File: src/shared/mtfc_pkg.sv
// Purpose: Shared constants, types and helpers for the management tunnel frame codec
// Assumes: Octet-wide link between tunnel end and MAC end, one clock
// Notes:   Subtype classes drive receive routing; header bytes built by function
package mtfc_pkg;

  // ****************************************
  // Frame layout
  // ****************************************
  localparam logic [15:0] TUNNEL_ETHERTYPE = 16'hA8C8;
  localparam logic [3:0]  HDR_LAST_IDX     = 4'hD;   // Index of last header octet
  localparam logic [3:0]  LEN_TYPE_LO_IDX  = 4'hD;   // Low octet of len/type on receive
  localparam logic [3:0]  SUBTYPE_IDX      = 4'hE;   // Subtype octet follows len/type
  localparam logic [3:0]  PAYLOAD_IDX      = 4'hF;   // First payload octet (saturates)
  localparam logic [3:0]  DEST_END_IDX     = 4'h6;
  localparam logic [3:0]  SRC_END_IDX      = 4'hC;
  localparam logic [5:0]  MIN_PAYLOAD      = 6'h2D;  // 45 octets incl. pad
  localparam logic [5:0]  PAY_SAT          = 6'h3F;
  localparam logic [7:0]  PAD_OCTET        = 8'h00;

  // ****************************************
  // Subtype encoding
  // ****************************************
  localparam logic [7:0] SUB_CONFIG  = 8'h00;
  localparam logic [7:0] SUB_DISC_LO = 8'h01;
  localparam logic [7:0] SUB_DISC_HI = 8'h02;
  localparam logic [7:0] SUB_MAINT   = 8'h03;
  localparam logic [7:0] SUB_ONU     = 8'h04;
  localparam logic [7:0] SUB_L2      = 8'h05;
  localparam logic [7:0] SUB_L3      = 8'h06;
  localparam logic [7:0] SUB_RSV_HI  = 8'hFD;
  localparam logic [7:0] SUB_ORG_LO  = 8'hFE;

  // ****************************************
  // Buffering and check sequence
  // ****************************************
  localparam int          FIFO_WIDTH = 9;
  localparam int          FIFO_DEPTH = 16;
  localparam logic [31:0] CRC_POLY   = 32'hEDB8_8320;
  localparam logic [31:0] CRC_INIT   = 32'hFFFF_FFFF;
  localparam logic [2:0]  BIT_TOP    = 3'h7;
  localparam logic [5:0]  FCS_TOP    = 6'h1F;

  // Transmit framer states, Gray from TX_IDLE to TX_PAD; TX_PAD to TX_IDLE flips two bits
  typedef enum logic [2:0] {
    TX_IDLE = 3'b000,
    TX_HDR  = 3'b001,
    TX_SUB  = 3'b011,
    TX_PAY  = 3'b010,
    TX_PAD  = 3'b110
  } mtfc_tx_state_t;

  // Receive frame classes
  typedef enum logic [2:0] {
    RK_HDR   = 3'b000,
    RK_PASS  = 3'b001,
    RK_CFG   = 3'b011,
    RK_PROTO = 3'b010,
    RK_DROP  = 3'b110
  } mtfc_kind_t;

  // Serial line states at the MAC end
  typedef enum logic [1:0] {
    LN_IDLE = 2'b00,
    LN_DATA = 2'b01,
    LN_FCS  = 2'b11
  } mtfc_line_state_t;

  // Header octet idx: addresses and len/type, most significant octet first
  function automatic logic [7:0] hdr_byte(input logic [3:0] idx, input logic [47:0] da,
                                          input logic [47:0] sa);
    logic [111:0] s;
    s = {da, sa, TUNNEL_ETHERTYPE} >> {HDR_LAST_IDX - idx, 3'b000};
    return s[7:0];
  endfunction

  // Class of a received subtype
  function automatic mtfc_kind_t classify(input logic [7:0] sub);
    if (sub == SUB_CONFIG)
      return RK_CFG;
    else if (sub >= SUB_MAINT && sub <= SUB_L3)
      return RK_PROTO;
    else if (sub >= SUB_ORG_LO)
      return RK_PROTO;
    else
      return RK_DROP;
  endfunction

  // One LSB-first step of the reflected check sequence
  function automatic logic [31:0] crc_bit(input logic [31:0] c, input logic b);
    return (c[0] ^ b) ? ((c >> 1) ^ CRC_POLY) : (c >> 1);
  endfunction

endpackage

File: src/shared/mtfc_link_if.sv
// Purpose: Octet link between the tunnel end and the MAC control end
// Assumes: Single clock; tx uses valid/ready, rx has no back-pressure
// Notes:   last marks the final octet of a frame
interface mtfc_link_if;
  logic [7:0] tx_data;
  logic       tx_valid;
  logic       tx_ready;
  logic       tx_last;
  logic [7:0] rx_data;
  logic       rx_valid;
  logic       rx_last;

  modport tunnel (output tx_data, output tx_valid, output tx_last, input tx_ready,
                  input rx_data, input rx_valid, input rx_last);
  modport mac (input tx_data, input tx_valid, input tx_last, output tx_ready,
               output rx_data, output rx_valid, output rx_last);
endinterface

File: src/hdl/mtfc_tunnel_end.sv
// Purpose: Tunnel sublayer end: wraps native units into tunnel frames, unwraps received ones
// Assumes: Client holds dest/src/subtype stable from first payload octet until it is taken
// Notes:   Pad is not stripped on receive; clients use their own length fields

// ****************************************
// Payload buffer
// ****************************************
module mtfc_fifo #(
  parameter int WIDTH = 9,
  parameter int DEPTH = 16
) (
  input  wire logic             mclk_i,
  input  wire logic             rst_b_i,
  input  wire logic             ce_i,
  input  wire logic [WIDTH-1:0] in_data_i,
  input  wire logic             in_valid_i,
  output logic                  in_ready_o,
  output logic      [WIDTH-1:0] out_data_o,
  output logic                  out_valid_o,
  input  wire logic             out_ready_i
);
  localparam int AW = $clog2(DEPTH);

  logic [WIDTH-1:0] mem_q [DEPTH];
  logic [AW:0]      wr_q;
  logic [AW:0]      rd_q;
  logic             full;
  logic             empty;
  logic             push;
  logic             pop;

  // Pointer compare with wrap bit
  assign empty       = (wr_q == rd_q);
  assign full        = (wr_q[AW-1:0] == rd_q[AW-1:0]) && (wr_q[AW] != rd_q[AW]);
  assign in_ready_o  = !full;
  assign out_valid_o = !empty;
  assign out_data_o  = mem_q[rd_q[AW-1:0]];
  assign push        = ce_i && in_valid_i && !full;
  assign pop         = ce_i && out_ready_i && !empty;

  // Storage
  always_ff @(posedge mclk_i) begin
    if (push) begin
      mem_q[wr_q[AW-1:0]] <= in_data_i;
    end
  end

  // Pointers
  always_ff @(posedge mclk_i or negedge rst_b_i) begin
    if (!rst_b_i) begin
      wr_q <= '0;
      rd_q <= '0;
    end else begin
      if (push) wr_q <= wr_q + 1'b1;
      if (pop) rd_q <= rd_q + 1'b1;
    end
  end
endmodule

// ****************************************
// Tunnel end
// ****************************************
// Behaviour
// - Tunnel Ethertype marks and identifies tunnel frames
// - Send header, subtype, payload, pad, then FCS
// - Multi-octet values go most significant octet first
// - Bits in an octet go LSB first
// - Pad only when payload under 45 octets
// - Pad octets zero; pad ignored on receive (here pad is passed to the client as payload)
// - Destination is consumer's unicast MAC address
// - Source is generator's individual MAC address
// - MAC computes and appends the FCS
// - Subtype 0x00 is tunnel configuration
// - Subtypes 0x01, 0x02 reserved, ignored on receive
// - Subtype 0x03 carries maintenance unit
// - Subtype 0x04 carries ONU management message
// - Subtype 0x05 carries whole Ethernet frame
// - Subtype 0x06 carries layer-3 packet with Ethertype
// - Subtypes 0x07 to 0xFD reserved, ignored
// - Subtypes 0xFE, 0xFF organization-specific, identifier follows
// - Only config subtype goes to config client
// - Received payload unwrapped, delivered to its client
// - Transmitted payload starts as native unit, wrapped here
module mtfc_tunnel_end (
  input  wire logic        mclk_i,
  input  wire logic        rst_b_i,
  input  wire logic        ce_i,
  mtfc_link_if.tunnel      link,
  input  wire logic [7:0]  tx_data_i,
  input  wire logic        tx_valid_i,
  input  wire logic        tx_last_i,
  output logic             tx_ready_o,
  input  wire logic [47:0] tx_dest_i,
  input  wire logic [47:0] tx_src_i,
  input  wire logic [7:0]  tx_subtype_i,
  output logic [7:0]       rx_data_o,
  output logic             rx_last_o,
  output logic             rx_cfg_valid_o,
  output logic             rx_proto_valid_o,
  output logic             rx_pass_valid_o,
  output logic [7:0]       rx_subtype_o,
  output logic [47:0]      rx_dest_o,
  output logic [47:0]      rx_src_o,
  output logic [15:0]      rx_len_type_o
);
  mtfc_pkg::mtfc_tx_state_t st_q;
  mtfc_pkg::mtfc_tx_state_t st_d;
  logic [3:0]  idx_q;
  logic [5:0]  pay_q;
  logic [47:0] dest_q;
  logic [47:0] src_q;
  logic [7:0]  sub_q;
  logic [8:0]  f_data;
  logic        f_valid;
  logic        f_ready;
  logic        fire;
  logic        pay_full;
  logic        start;

  // Native unit octets buffered ahead of the framer
  mtfc_fifo #(
    .WIDTH (mtfc_pkg::FIFO_WIDTH),
    .DEPTH (mtfc_pkg::FIFO_DEPTH)
  ) u_fifo (
    .mclk_i      (mclk_i),
    .rst_b_i     (rst_b_i),
    .ce_i        (ce_i),
    .in_data_i   ({tx_last_i, tx_data_i}),
    .in_valid_i  (tx_valid_i),
    .in_ready_o  (tx_ready_o),
    .out_data_o  (f_data),
    .out_valid_o (f_valid),
    .out_ready_i (f_ready)
  );

  // ****************************************
  // Transmit framer
  // ****************************************

  // Octet select and link handshake
  assign pay_full      = (pay_q >= mtfc_pkg::MIN_PAYLOAD - 6'h1);
  assign start         = (st_q == mtfc_pkg::TX_IDLE) && f_valid;
  assign link.tx_data  = (st_q == mtfc_pkg::TX_HDR) ? mtfc_pkg::hdr_byte(idx_q, dest_q, src_q) :
                         (st_q == mtfc_pkg::TX_SUB) ? sub_q :
                         (st_q == mtfc_pkg::TX_PAY) ? f_data[7:0] :
                         mtfc_pkg::PAD_OCTET;
  assign link.tx_valid = (st_q == mtfc_pkg::TX_HDR) || (st_q == mtfc_pkg::TX_SUB) ||
                         (st_q == mtfc_pkg::TX_PAD) || ((st_q == mtfc_pkg::TX_PAY) && f_valid);
  assign link.tx_last  = ((st_q == mtfc_pkg::TX_PAD) && pay_full) ||
                         ((st_q == mtfc_pkg::TX_PAY) && f_data[8] && pay_full);
  assign f_ready       = (st_q == mtfc_pkg::TX_PAY) && link.tx_ready;
  assign fire          = ce_i && link.tx_valid && link.tx_ready;

  // Field order: header, subtype, payload, pad; FCS left to the MAC
  always_comb begin
    st_d = st_q;
    case (st_q)
      mtfc_pkg::TX_IDLE: if (start) st_d = mtfc_pkg::TX_HDR;
      mtfc_pkg::TX_HDR:  if (fire && idx_q == mtfc_pkg::HDR_LAST_IDX) st_d = mtfc_pkg::TX_SUB;
      mtfc_pkg::TX_SUB:  if (fire) st_d = mtfc_pkg::TX_PAY;
      mtfc_pkg::TX_PAY: begin
        if (fire && f_data[8]) begin
          st_d = pay_full ? mtfc_pkg::TX_IDLE : mtfc_pkg::TX_PAD;
        end
      end
      mtfc_pkg::TX_PAD:  if (fire && pay_full) st_d = mtfc_pkg::TX_IDLE;
      default:           st_d = mtfc_pkg::TX_IDLE;
    endcase
  end

  // State, counters and latched header fields
  always_ff @(posedge mclk_i or negedge rst_b_i) begin
    if (!rst_b_i) begin
      st_q   <= mtfc_pkg::TX_IDLE;
      idx_q  <= '0;
      pay_q  <= '0;
      dest_q <= '0;
      src_q  <= '0;
      sub_q  <= '0;
    end else if (ce_i) begin
      st_q <= st_d;
      if (start) begin
        idx_q  <= '0;
        pay_q  <= '0;
        dest_q <= tx_dest_i;
        src_q  <= tx_src_i;
        sub_q  <= tx_subtype_i;
      end
      if (fire && st_q == mtfc_pkg::TX_HDR) idx_q <= idx_q + 4'h1;
      if (fire && (st_q == mtfc_pkg::TX_PAY || st_q == mtfc_pkg::TX_PAD) && pay_q != mtfc_pkg::PAY_SAT) begin
        pay_q <= pay_q + 6'h1;
      end
    end
  end

  // ****************************************
  // Receive parser
  // ****************************************
  mtfc_pkg::mtfc_kind_t kind_q;
  logic [3:0]           rc_q;
  logic                 rx_take;
  logic                 lt_match;
  logic                 cfg_hit;
  logic                 proto_hit;
  logic                 pass_hit;

  // Octet class decode from position and frame kind
  assign rx_take   = ce_i && link.rx_valid;
  assign lt_match  = ({rx_len_type_o[15:8], link.rx_data} == mtfc_pkg::TUNNEL_ETHERTYPE);
  assign cfg_hit   = rx_take && (rc_q == mtfc_pkg::PAYLOAD_IDX) &&
                     (kind_q == mtfc_pkg::RK_CFG);
  assign proto_hit = rx_take && (rc_q == mtfc_pkg::PAYLOAD_IDX) &&
                     (kind_q == mtfc_pkg::RK_PROTO);
  assign pass_hit  = rx_take && (rc_q >= mtfc_pkg::SUBTYPE_IDX) &&
                     (kind_q == mtfc_pkg::RK_PASS);

  // Header capture, frame class and delivery pulses; pad goes out as payload
  always_ff @(posedge mclk_i or negedge rst_b_i) begin
    if (!rst_b_i) begin
      rc_q             <= '0;
      kind_q           <= mtfc_pkg::RK_HDR;
      rx_data_o        <= '0;
      rx_last_o        <= 1'b0;
      rx_cfg_valid_o   <= 1'b0;
      rx_proto_valid_o <= 1'b0;
      rx_pass_valid_o  <= 1'b0;
      rx_subtype_o     <= '0;
      rx_dest_o        <= '0;
      rx_src_o         <= '0;
      rx_len_type_o    <= '0;
    end else if (ce_i) begin
      rx_cfg_valid_o   <= cfg_hit;
      rx_proto_valid_o <= proto_hit;
      rx_pass_valid_o  <= pass_hit;
      rx_last_o        <= link.rx_last && (cfg_hit || proto_hit || pass_hit);
      if (rx_take) begin
        rx_data_o <= link.rx_data;
        if (rc_q != mtfc_pkg::PAYLOAD_IDX) rc_q <= rc_q + 4'h1;
        if (rc_q < mtfc_pkg::DEST_END_IDX) rx_dest_o <= {rx_dest_o[39:0], link.rx_data};
        else if (rc_q < mtfc_pkg::SRC_END_IDX) rx_src_o <= {rx_src_o[39:0], link.rx_data};
        if (rc_q == mtfc_pkg::SRC_END_IDX) rx_len_type_o[15:8] <= link.rx_data;
        if (rc_q == mtfc_pkg::LEN_TYPE_LO_IDX) begin
          rx_len_type_o[7:0] <= link.rx_data;
          kind_q             <= lt_match ? mtfc_pkg::RK_HDR : mtfc_pkg::RK_PASS;
        end
        // Subtype classes
        if (rc_q == mtfc_pkg::SUBTYPE_IDX && kind_q == mtfc_pkg::RK_HDR) begin
          rx_subtype_o <= link.rx_data;
          kind_q       <= mtfc_pkg::classify(link.rx_data);
        end
        if (link.rx_last) begin
          rc_q   <= '0;
          kind_q <= mtfc_pkg::RK_HDR;
        end
      end
    end
  end
endmodule

File: src/flat_wrapper.sv
// flat-port wrapper written by rule: the top's interface ports become plain ports
module mtfc_tunnel_end_flat 
  (mclk_i, rst_b_i, ce_i, tx_data_i, tx_valid_i, tx_last_i, tx_ready_o, tx_dest_i, tx_src_i, tx_subtype_i, rx_data_o, rx_last_o, rx_cfg_valid_o, rx_proto_valid_o, rx_pass_valid_o, rx_subtype_o, rx_dest_o, rx_src_o, rx_len_type_o, link_tx_data, link_tx_valid, link_tx_last, link_tx_ready, link_rx_data, link_rx_valid, link_rx_last);
  mtfc_link_if link_i ();
  input  wire logic mclk_i;
  input  wire logic rst_b_i;
  input  wire logic ce_i;
  input  wire logic [7:0] tx_data_i;
  input  wire logic tx_valid_i;
  input  wire logic tx_last_i;
  output logic tx_ready_o;
  input  wire logic [47:0] tx_dest_i;
  input  wire logic [47:0] tx_src_i;
  input  wire logic [7:0] tx_subtype_i;
  output logic [7:0] rx_data_o;
  output logic rx_last_o;
  output logic rx_cfg_valid_o;
  output logic rx_proto_valid_o;
  output logic rx_pass_valid_o;
  output logic [7:0] rx_subtype_o;
  output logic [47:0] rx_dest_o;
  output logic [47:0] rx_src_o;
  output logic [15:0] rx_len_type_o;
  output wire logic [$bits(link_i.tx_data)-1:0] link_tx_data;
  output wire logic [$bits(link_i.tx_valid)-1:0] link_tx_valid;
  output wire logic [$bits(link_i.tx_last)-1:0] link_tx_last;
  input wire logic [$bits(link_i.tx_ready)-1:0] link_tx_ready;
  input wire logic [$bits(link_i.rx_data)-1:0] link_rx_data;
  input wire logic [$bits(link_i.rx_valid)-1:0] link_rx_valid;
  input wire logic [$bits(link_i.rx_last)-1:0] link_rx_last;
  assign link_tx_data = link_i.tx_data;
  assign link_tx_valid = link_i.tx_valid;
  assign link_tx_last = link_i.tx_last;
  assign link_i.tx_ready = link_tx_ready;
  assign link_i.rx_data = link_rx_data;
  assign link_i.rx_valid = link_rx_valid;
  assign link_i.rx_last = link_rx_last;
  mtfc_tunnel_end u_core (.mclk_i(mclk_i), .rst_b_i(rst_b_i), .ce_i(ce_i), .link(link_i), .tx_data_i(tx_data_i), .tx_valid_i(tx_valid_i), .tx_last_i(tx_last_i), .tx_ready_o(tx_ready_o), .tx_dest_i(tx_dest_i), .tx_src_i(tx_src_i), .tx_subtype_i(tx_subtype_i), .rx_data_o(rx_data_o), .rx_last_o(rx_last_o), .rx_cfg_valid_o(rx_cfg_valid_o), .rx_proto_valid_o(rx_proto_valid_o), .rx_pass_valid_o(rx_pass_valid_o), .rx_subtype_o(rx_subtype_o), .rx_dest_o(rx_dest_o), .rx_src_o(rx_src_o), .rx_len_type_o(rx_len_type_o));
endmodule
File: config.mk
export PLATFORM = sky130hd
export DESIGN_NAME = mtfc_tunnel_end_flat
export DESIGN_NICKNAME = d
export VERILOG_FILES = /design/src/shared/mtfc_pkg.sv /design/src/shared/mtfc_link_if.sv /design/src/hdl/mtfc_tunnel_end.sv /design/src/flat_wrapper.sv
export SDC_FILE = /design/constraint.sdc
export NUM_CORES = 1
export LEC_CHECK = 0
export ABC_AREA = 0
export BUFFER_PORTS_ARGS = -buffer_cell sky130_fd_sc_hd__buf_2
export CAP_MARGIN = 20
export CORE_MARGIN = 2
export CORE_UTILIZATION = 61
export CTS_CLUSTER_SIZE = 28
export DETAILED_ROUTE_END_ITERATION = 12
export GPL_TIMING_DRIVEN = 1
export PLACE_DENSITY = 0.85
export SLEW_MARGIN = 20
export SYNTH_ARGS = -nofsm -noshare
export SYNTH_HDL_FRONTEND = slang
export SYNTH_SLANG_ARGS = --single-unit
File: constraint.sdc
create_clock -name mclk_i -period 4.04 [get_ports mclk_i]
set_clock_uncertainty 0.15 [all_clocks]
set_input_delay 0.808 -clock mclk_i [delete_from_list [all_inputs] [get_ports mclk_i]]
set_output_delay 0.808 -clock mclk_i [all_outputs]
set_load 0.1 [all_outputs]
======== Word-level counts from Yosys, hierarchy flattened ========
Memories as Yosys holds them, arrays and structs flattened.
Cells that the tools add are included.
cells by class
  $lt $le $gt $ge ......................... 7
  shift-type cells ........................ 1
  equality and inequality tests ........... 23
  bitwise logic cells ..................... 1
  reductions and logical operators ........ 56
  muxes and demuxes ....................... 25
  add/subtract/negate cells ............... 6
operators by type and width
  operator              number
  $shr 112x7->8         1
  $mux 3                12
  $logic_and 1x1->1     28
  $mux 8                3
  $eq 4x4->1 const B    5
  $reduce_and 3->1      6
  $eq 16x16->1 const B  1
  $mux 4                4
  $pmux 3 s5            1
  $eq 3x2->1 const B    4
  $mux 6                2
  $add 5x1->5 const B   2
  $add 4x1->4 const B   2
  $ge 8x2->1 const B    1
  $ge 8x8->1 const B    1
  $le 8x3->1 const B    1
  $logic_not 8->1       1
  $reduce_and 2->1      4
  $logic_or 1x1->1      7
  $add 6x1->6 const B   1
  $eq 3x1->1 const B    2
  $ge 6x6->1 const B    1
  $logic_not 3->1       2
  $ne 2x2->1 const B    3
  18 further kinds      24
storage, ports and cells
  register bits after elaboration ......... 266
  memories ................................ 1
  input bits .............................. 128
  output and inout port bits .............. 143
  word-level logic and storage cells ...... 140
  memory bits (writable) .................. 144
memories
  name                 words  bits a word  read ports  clocked after Yosys merged registers in  write ports  RTL line               RTL
  u_core.u_fifo.mem_q  16     9            1           0                                        1            mtfc_tunnel_end.sv:24  logic [WIDTH-1:0] mem_q [DEPTH];

======== Depth between registers and ports, before layout ========
  word-level depth ........................ 10
  depth in mapped cells ................... 9
  depth with buffers taken out ............ 6

======== Modules after synthesis ========
From an unflattened synthesis, not the netlist that was laid out.
unflattened totals
  cell total of the unflattened synthesis .. 1,327
  area total of the unflattened synthesis .. 17,509.3 µm²
modules (own cells, without submodules)
  module           cells an instance  times used  area an instance (µm²)
  mtfc_tunnel_end  1,000              1           11,274.6
  mtfc_fifo        327                1           6,234.7

======== Worst setup path after synthesis ========
OpenSTA, ideal clock, no wires.
  path kind ............................... register -> output
  from .................................... register u_core.u_fifo.rd_q[1]
  to ...................................... output port link_tx_last
  arrival time ............................ 3,326 ps
  cell stages (with the launch flop) ...... 6
  data required time ...................... 3,082 ps
  slack ................................... -244 ps
  cells stage by stage .................... dfrtp_1 buf_2 mux4_2 mux4_2 nor2_1 nor3_1
between the ends
  cells in the longest elaborated chain, start to end .. 4
RTL lines
  what                             RTL line                RTL
  from (decl)                      mtfc_tunnel_end.sv:26   logic [AW:0] rd_q;
  from (signal assigned)           mtfc_tunnel_end.sv:55   if (pop) rd_q <= rd_q + 1'b1;
  $mem_v2 16x9                     -
  $logic_and 1x1->1 (2 in series)  mtfc_tunnel_end.sv:150  ((st_q == mtfc_pkg::TX_PAY) && f_data[8] && pay_full);
  $logic_or 1x1->1                 mtfc_tunnel_end.sv:149  assign link.tx_last = ((st_q == mtfc_pkg::TX_PAD) && pay_full) ||
  to (decl)                        flat_wrapper.sv:26      output wire logic [$bits(link_i.tx_last)-1:0] link_tx_last;
No other way between the ends.

======== Worst setup path in the final report ========
  from .................................... register u_core.u_fifo.rd_q[2]
  to ...................................... output port link_tx_data[7]
between the ends
  cells in the longest elaborated chain, start to end .. 4
RTL lines
  what          RTL line                RTL
  $mem_v2 16x9  -
  $mux 8        mtfc_tunnel_end.sv:145  (st_q == mtfc_pkg::TX_PAY) ? f_data[7:0] :
  $mux 8        mtfc_tunnel_end.sv:144  (st_q == mtfc_pkg::TX_SUB) ? sub_q :
  $mux 8        mtfc_tunnel_end.sv:143  assign link.tx_data = (st_q == mtfc_pkg::TX_HDR) ? mtfc_pkg::hdr_byte(idx_q, dest_q, src_q) :
  to (decl)     flat_wrapper.sv:24      output wire logic [$bits(link_i.tx_data)-1:0] link_tx_data;
No other way between the ends.

==> impl_metrics.ini <==
[run_status]
status = finished clean

[cells_and_area]
area_delta_synth_final_pct = 18.35
design_area_um2 = 20690
final_common_cell = dfrtp_1
drive_gt1_frac = 0.4632
final.fill_count = 1724
final_cell_mix = 263 x dfrtp_1, 261 x buf_2, 179 x mux2_2
regArea_um2 = 10990
multiInputGateArea_um2 = 6093
nets = 1511

[global_routing]
grt_pass1_wl_um = 62730
gr-total-overflow = 0
antenna_found_initial = 1
grt_max_degree = 89
grtUsageTotal = 0.2675
first_global_vias = 10800

[setup_path]
critPathKind = reg2out
worstPathArrival_ns = 2.91
path_buf_inv = 2
crit_chain = buf_4 > mux4_2 > mux2i_1 > a21oi_1 > a22o_1 > buf_12
critPathSlowestCell = dfrtp_1
cp-start-kind = flip-flop
crit_required_ns = 3.08
slowest_delay_ns = 0.73
cp_max_fo = 13
r2r_setup_slack_ns = 0.70
crit_family = flip-flops
end_kind = output pin

[route]
drtIter0Drc = 977
wl_um = 39530
vias_per_cell = 5.949
drcViolationCount = 0
ant_nets = 0
dr.pass1.iters = 5
vias = 10580
wl_per_cell_um = 22.23

[clock_tree]
htreeDepth = 2
cts_root_buf = clkbuf_16
clk_latency_ns = 0.54
hold_buffers = 0
path_clk_slew_ns = 0.06
clkSinkCount = 410
cts_tree = yes
numCtsBuffers = 42
cts_setup_buffers = 0
clock_path_buffers = 3

[die]
ios = 271
die_h_um = 173.3
die_width_um = 173.3
dieArea_um2 = 30030
core_um2 = 28010
initial_core_util = 0.6242
num_rows = 61

[synthesis]
synth_warnings = 0
avgSynthCellArea_um2 = 15.92
seq_area_frac_synth = 0.6280
synthFlopType = dfrtp_1
synth_area_um2 = 17480
synthArstFlopShare = 0.6488
synth_top_cell_area_share = 0.3807
synth_edf_count = 144
syn_nets = 1240
ys_ff_latch = 410
yosysTopAreaCell = dfrtp_1
synthTopCellsByArea = dfrtp_1 38%, edfxtp_1 25%, mux2_2 12%, mux4_2 6.7%, mux2_4 4.3%
synthCells = 1098
synthDistinctLibCells = 61

[worst_hold_path]
hold_class = in2async

[placed_design]
port_buffers = 270
placed_area_um2 = 19360
dp_hpwl_um = 26620
place.gp.congestion = 0.8373

[sta]
min_period_ns = 3.870
hold_violations = 0
rsz0062_at_grt = no
finalCritPeriodShare = 0.9580
slew_violations = 0
timing.fmax_mhz = 258.4
slew_headroom = 0.4674
fin_tns_setup_ns = 0
setup_viol = 0
max_slew.worst_pin.slew_ns = 0.7988

[flow_run]
max_cap_violations = 0
==> final timing paths <==
| check | start | endpoint | cells after the start |
|---|---|---|---|
| max reg2reg | u_core.u_fifo.rd_q[1] | u_core.src_q[26] | 6 |
| min in group mclk_i | u_core.rx_data_o[3] | u_core.rx_data_o[3] | 2 |
| max in group asynchronous | rst_b_i | u_core.rx_src_o[10] | 2 |
| min reg2reg | u_core.rx_data_o[3] | u_core.rx_data_o[3] | 2 |
| min | rst_b_i | u_core.dest_q[9] | 1 |
| max | u_core.u_fifo.rd_q[2] | link_tx_data[7] | 6 |
==> cell usage after synthesis (3+ instances only) <==
| master | instances |
|---|---|
| nand2_1 | 56 |
| nand2b_1 | 4 |
| inv_1 | 17 |
| buf_2 | 23 |
| or3_1 | 3 |
| xor2_1 | 11 |
| mux2_2 | 179 |
| edfxtp_1 | 144 |
| a31oi_1 | 5 |
| mux4_2 | 52 |
| o22ai_1 | 7 |
| clkbuf_1 | 28 |
| and3_1 | 16 |
| nand4_1 | 5 |
| nor2b_1 | 7 |
| buf_8 | 5 |
| and2_1 | 3 |
| buf_1 | 7 |
| o211ai_1 | 15 |
| o22a_1 | 4 |
| nor4b_1 | 3 |
| ha_1 | 14 |
| a32o_1 | 3 |
| dfrtp_1 | 266 |
| xnor2_1 | 8 |
| a211oi_1 | 8 |
| o21ai_0 | 15 |
| nor2_1 | 14 |
| a21oi_1 | 29 |
| nand3_1 | 17 |
| nor3_1 | 15 |
| mux2_4 | 50 |
| mux2i_1 | 27 |
==> layer usage <==
| metal | vias up | GRT usage | wire length, um |
|---|---|---|---|
| met5 | - | 0 | 0 |
| met4 | 0 | 0.09499 | 1351 |
| met3 | 90 | 0.04364 | 2122 |
| met2 | 383 | 0.4362 | 19470 |
| met1 | 5451 | 0.3704 | 16580 |
| li1 | 4653 | - | - |
==> registers in the layout, indices dropped and copies added, names as in the netlist, 8 cells and up <==
name / flops
u_core.sub_q: 8
u_core.rx_data_o: 8
u_core.rx_src_o: 48
u_core.rx_dest_o: 48
u_core.src_q: 48
u_core.u_fifo.mem_q: 144
u_core.rx_len_type_o: 16
u_core.dest_q: 48
u_core.rx_subtype_o: 8
==> cell families after synthesis <==
logic type | Yosys count | share of synthesized area
DFF | 410 | 0.6280
and+or+nand+nor | 157 | 0.04644
buffers and inverters | 86 | 0.02455
AOI/OAI and AO/OA | 104 | 0.04079
adders and majority gates | 14 | 0.01002
xor gates and xnor gates | 19 | 0.009518
muxes | 308 | 0.2407
==> timing repair <==
action / CTS / global route
hold endpoints to repair: 0 / 0
endpoints found under the setup margin: 2 / 6
pin swaps: 0 / 0
resized for setup: 1 / 2
==> per-stage QoR <==
step	setup slack [ns]	instances	utilization	hold WS [ns]
after floorplan	0.03655	1098	-	0.3237
after global placement	0.5922	1703	0.6912	0.3062
after detailed placement	0.5475	1703	0.6912	0.3119
after CTS	0.03620	1777	0.7385	0.1610
after global routing	0.03010	1778	0.7387	0.1875
final	0.1696	1778	0.7387	0.1228
==> layout make-up <==
class	count	area share
diodes	1	0.0001209
clock buffers	66	0.05853
clock inverters	8	0.005261
inverters	18	0.003265
multi-input cells	602	0.2945
flip-flops and latches	410	0.5312
well taps	378	0.02286
repair buffers	295	0.08429
Power is not shown: default switching activity piles up to over one toggle a cycle in this logic, so the estimate is an artifact.
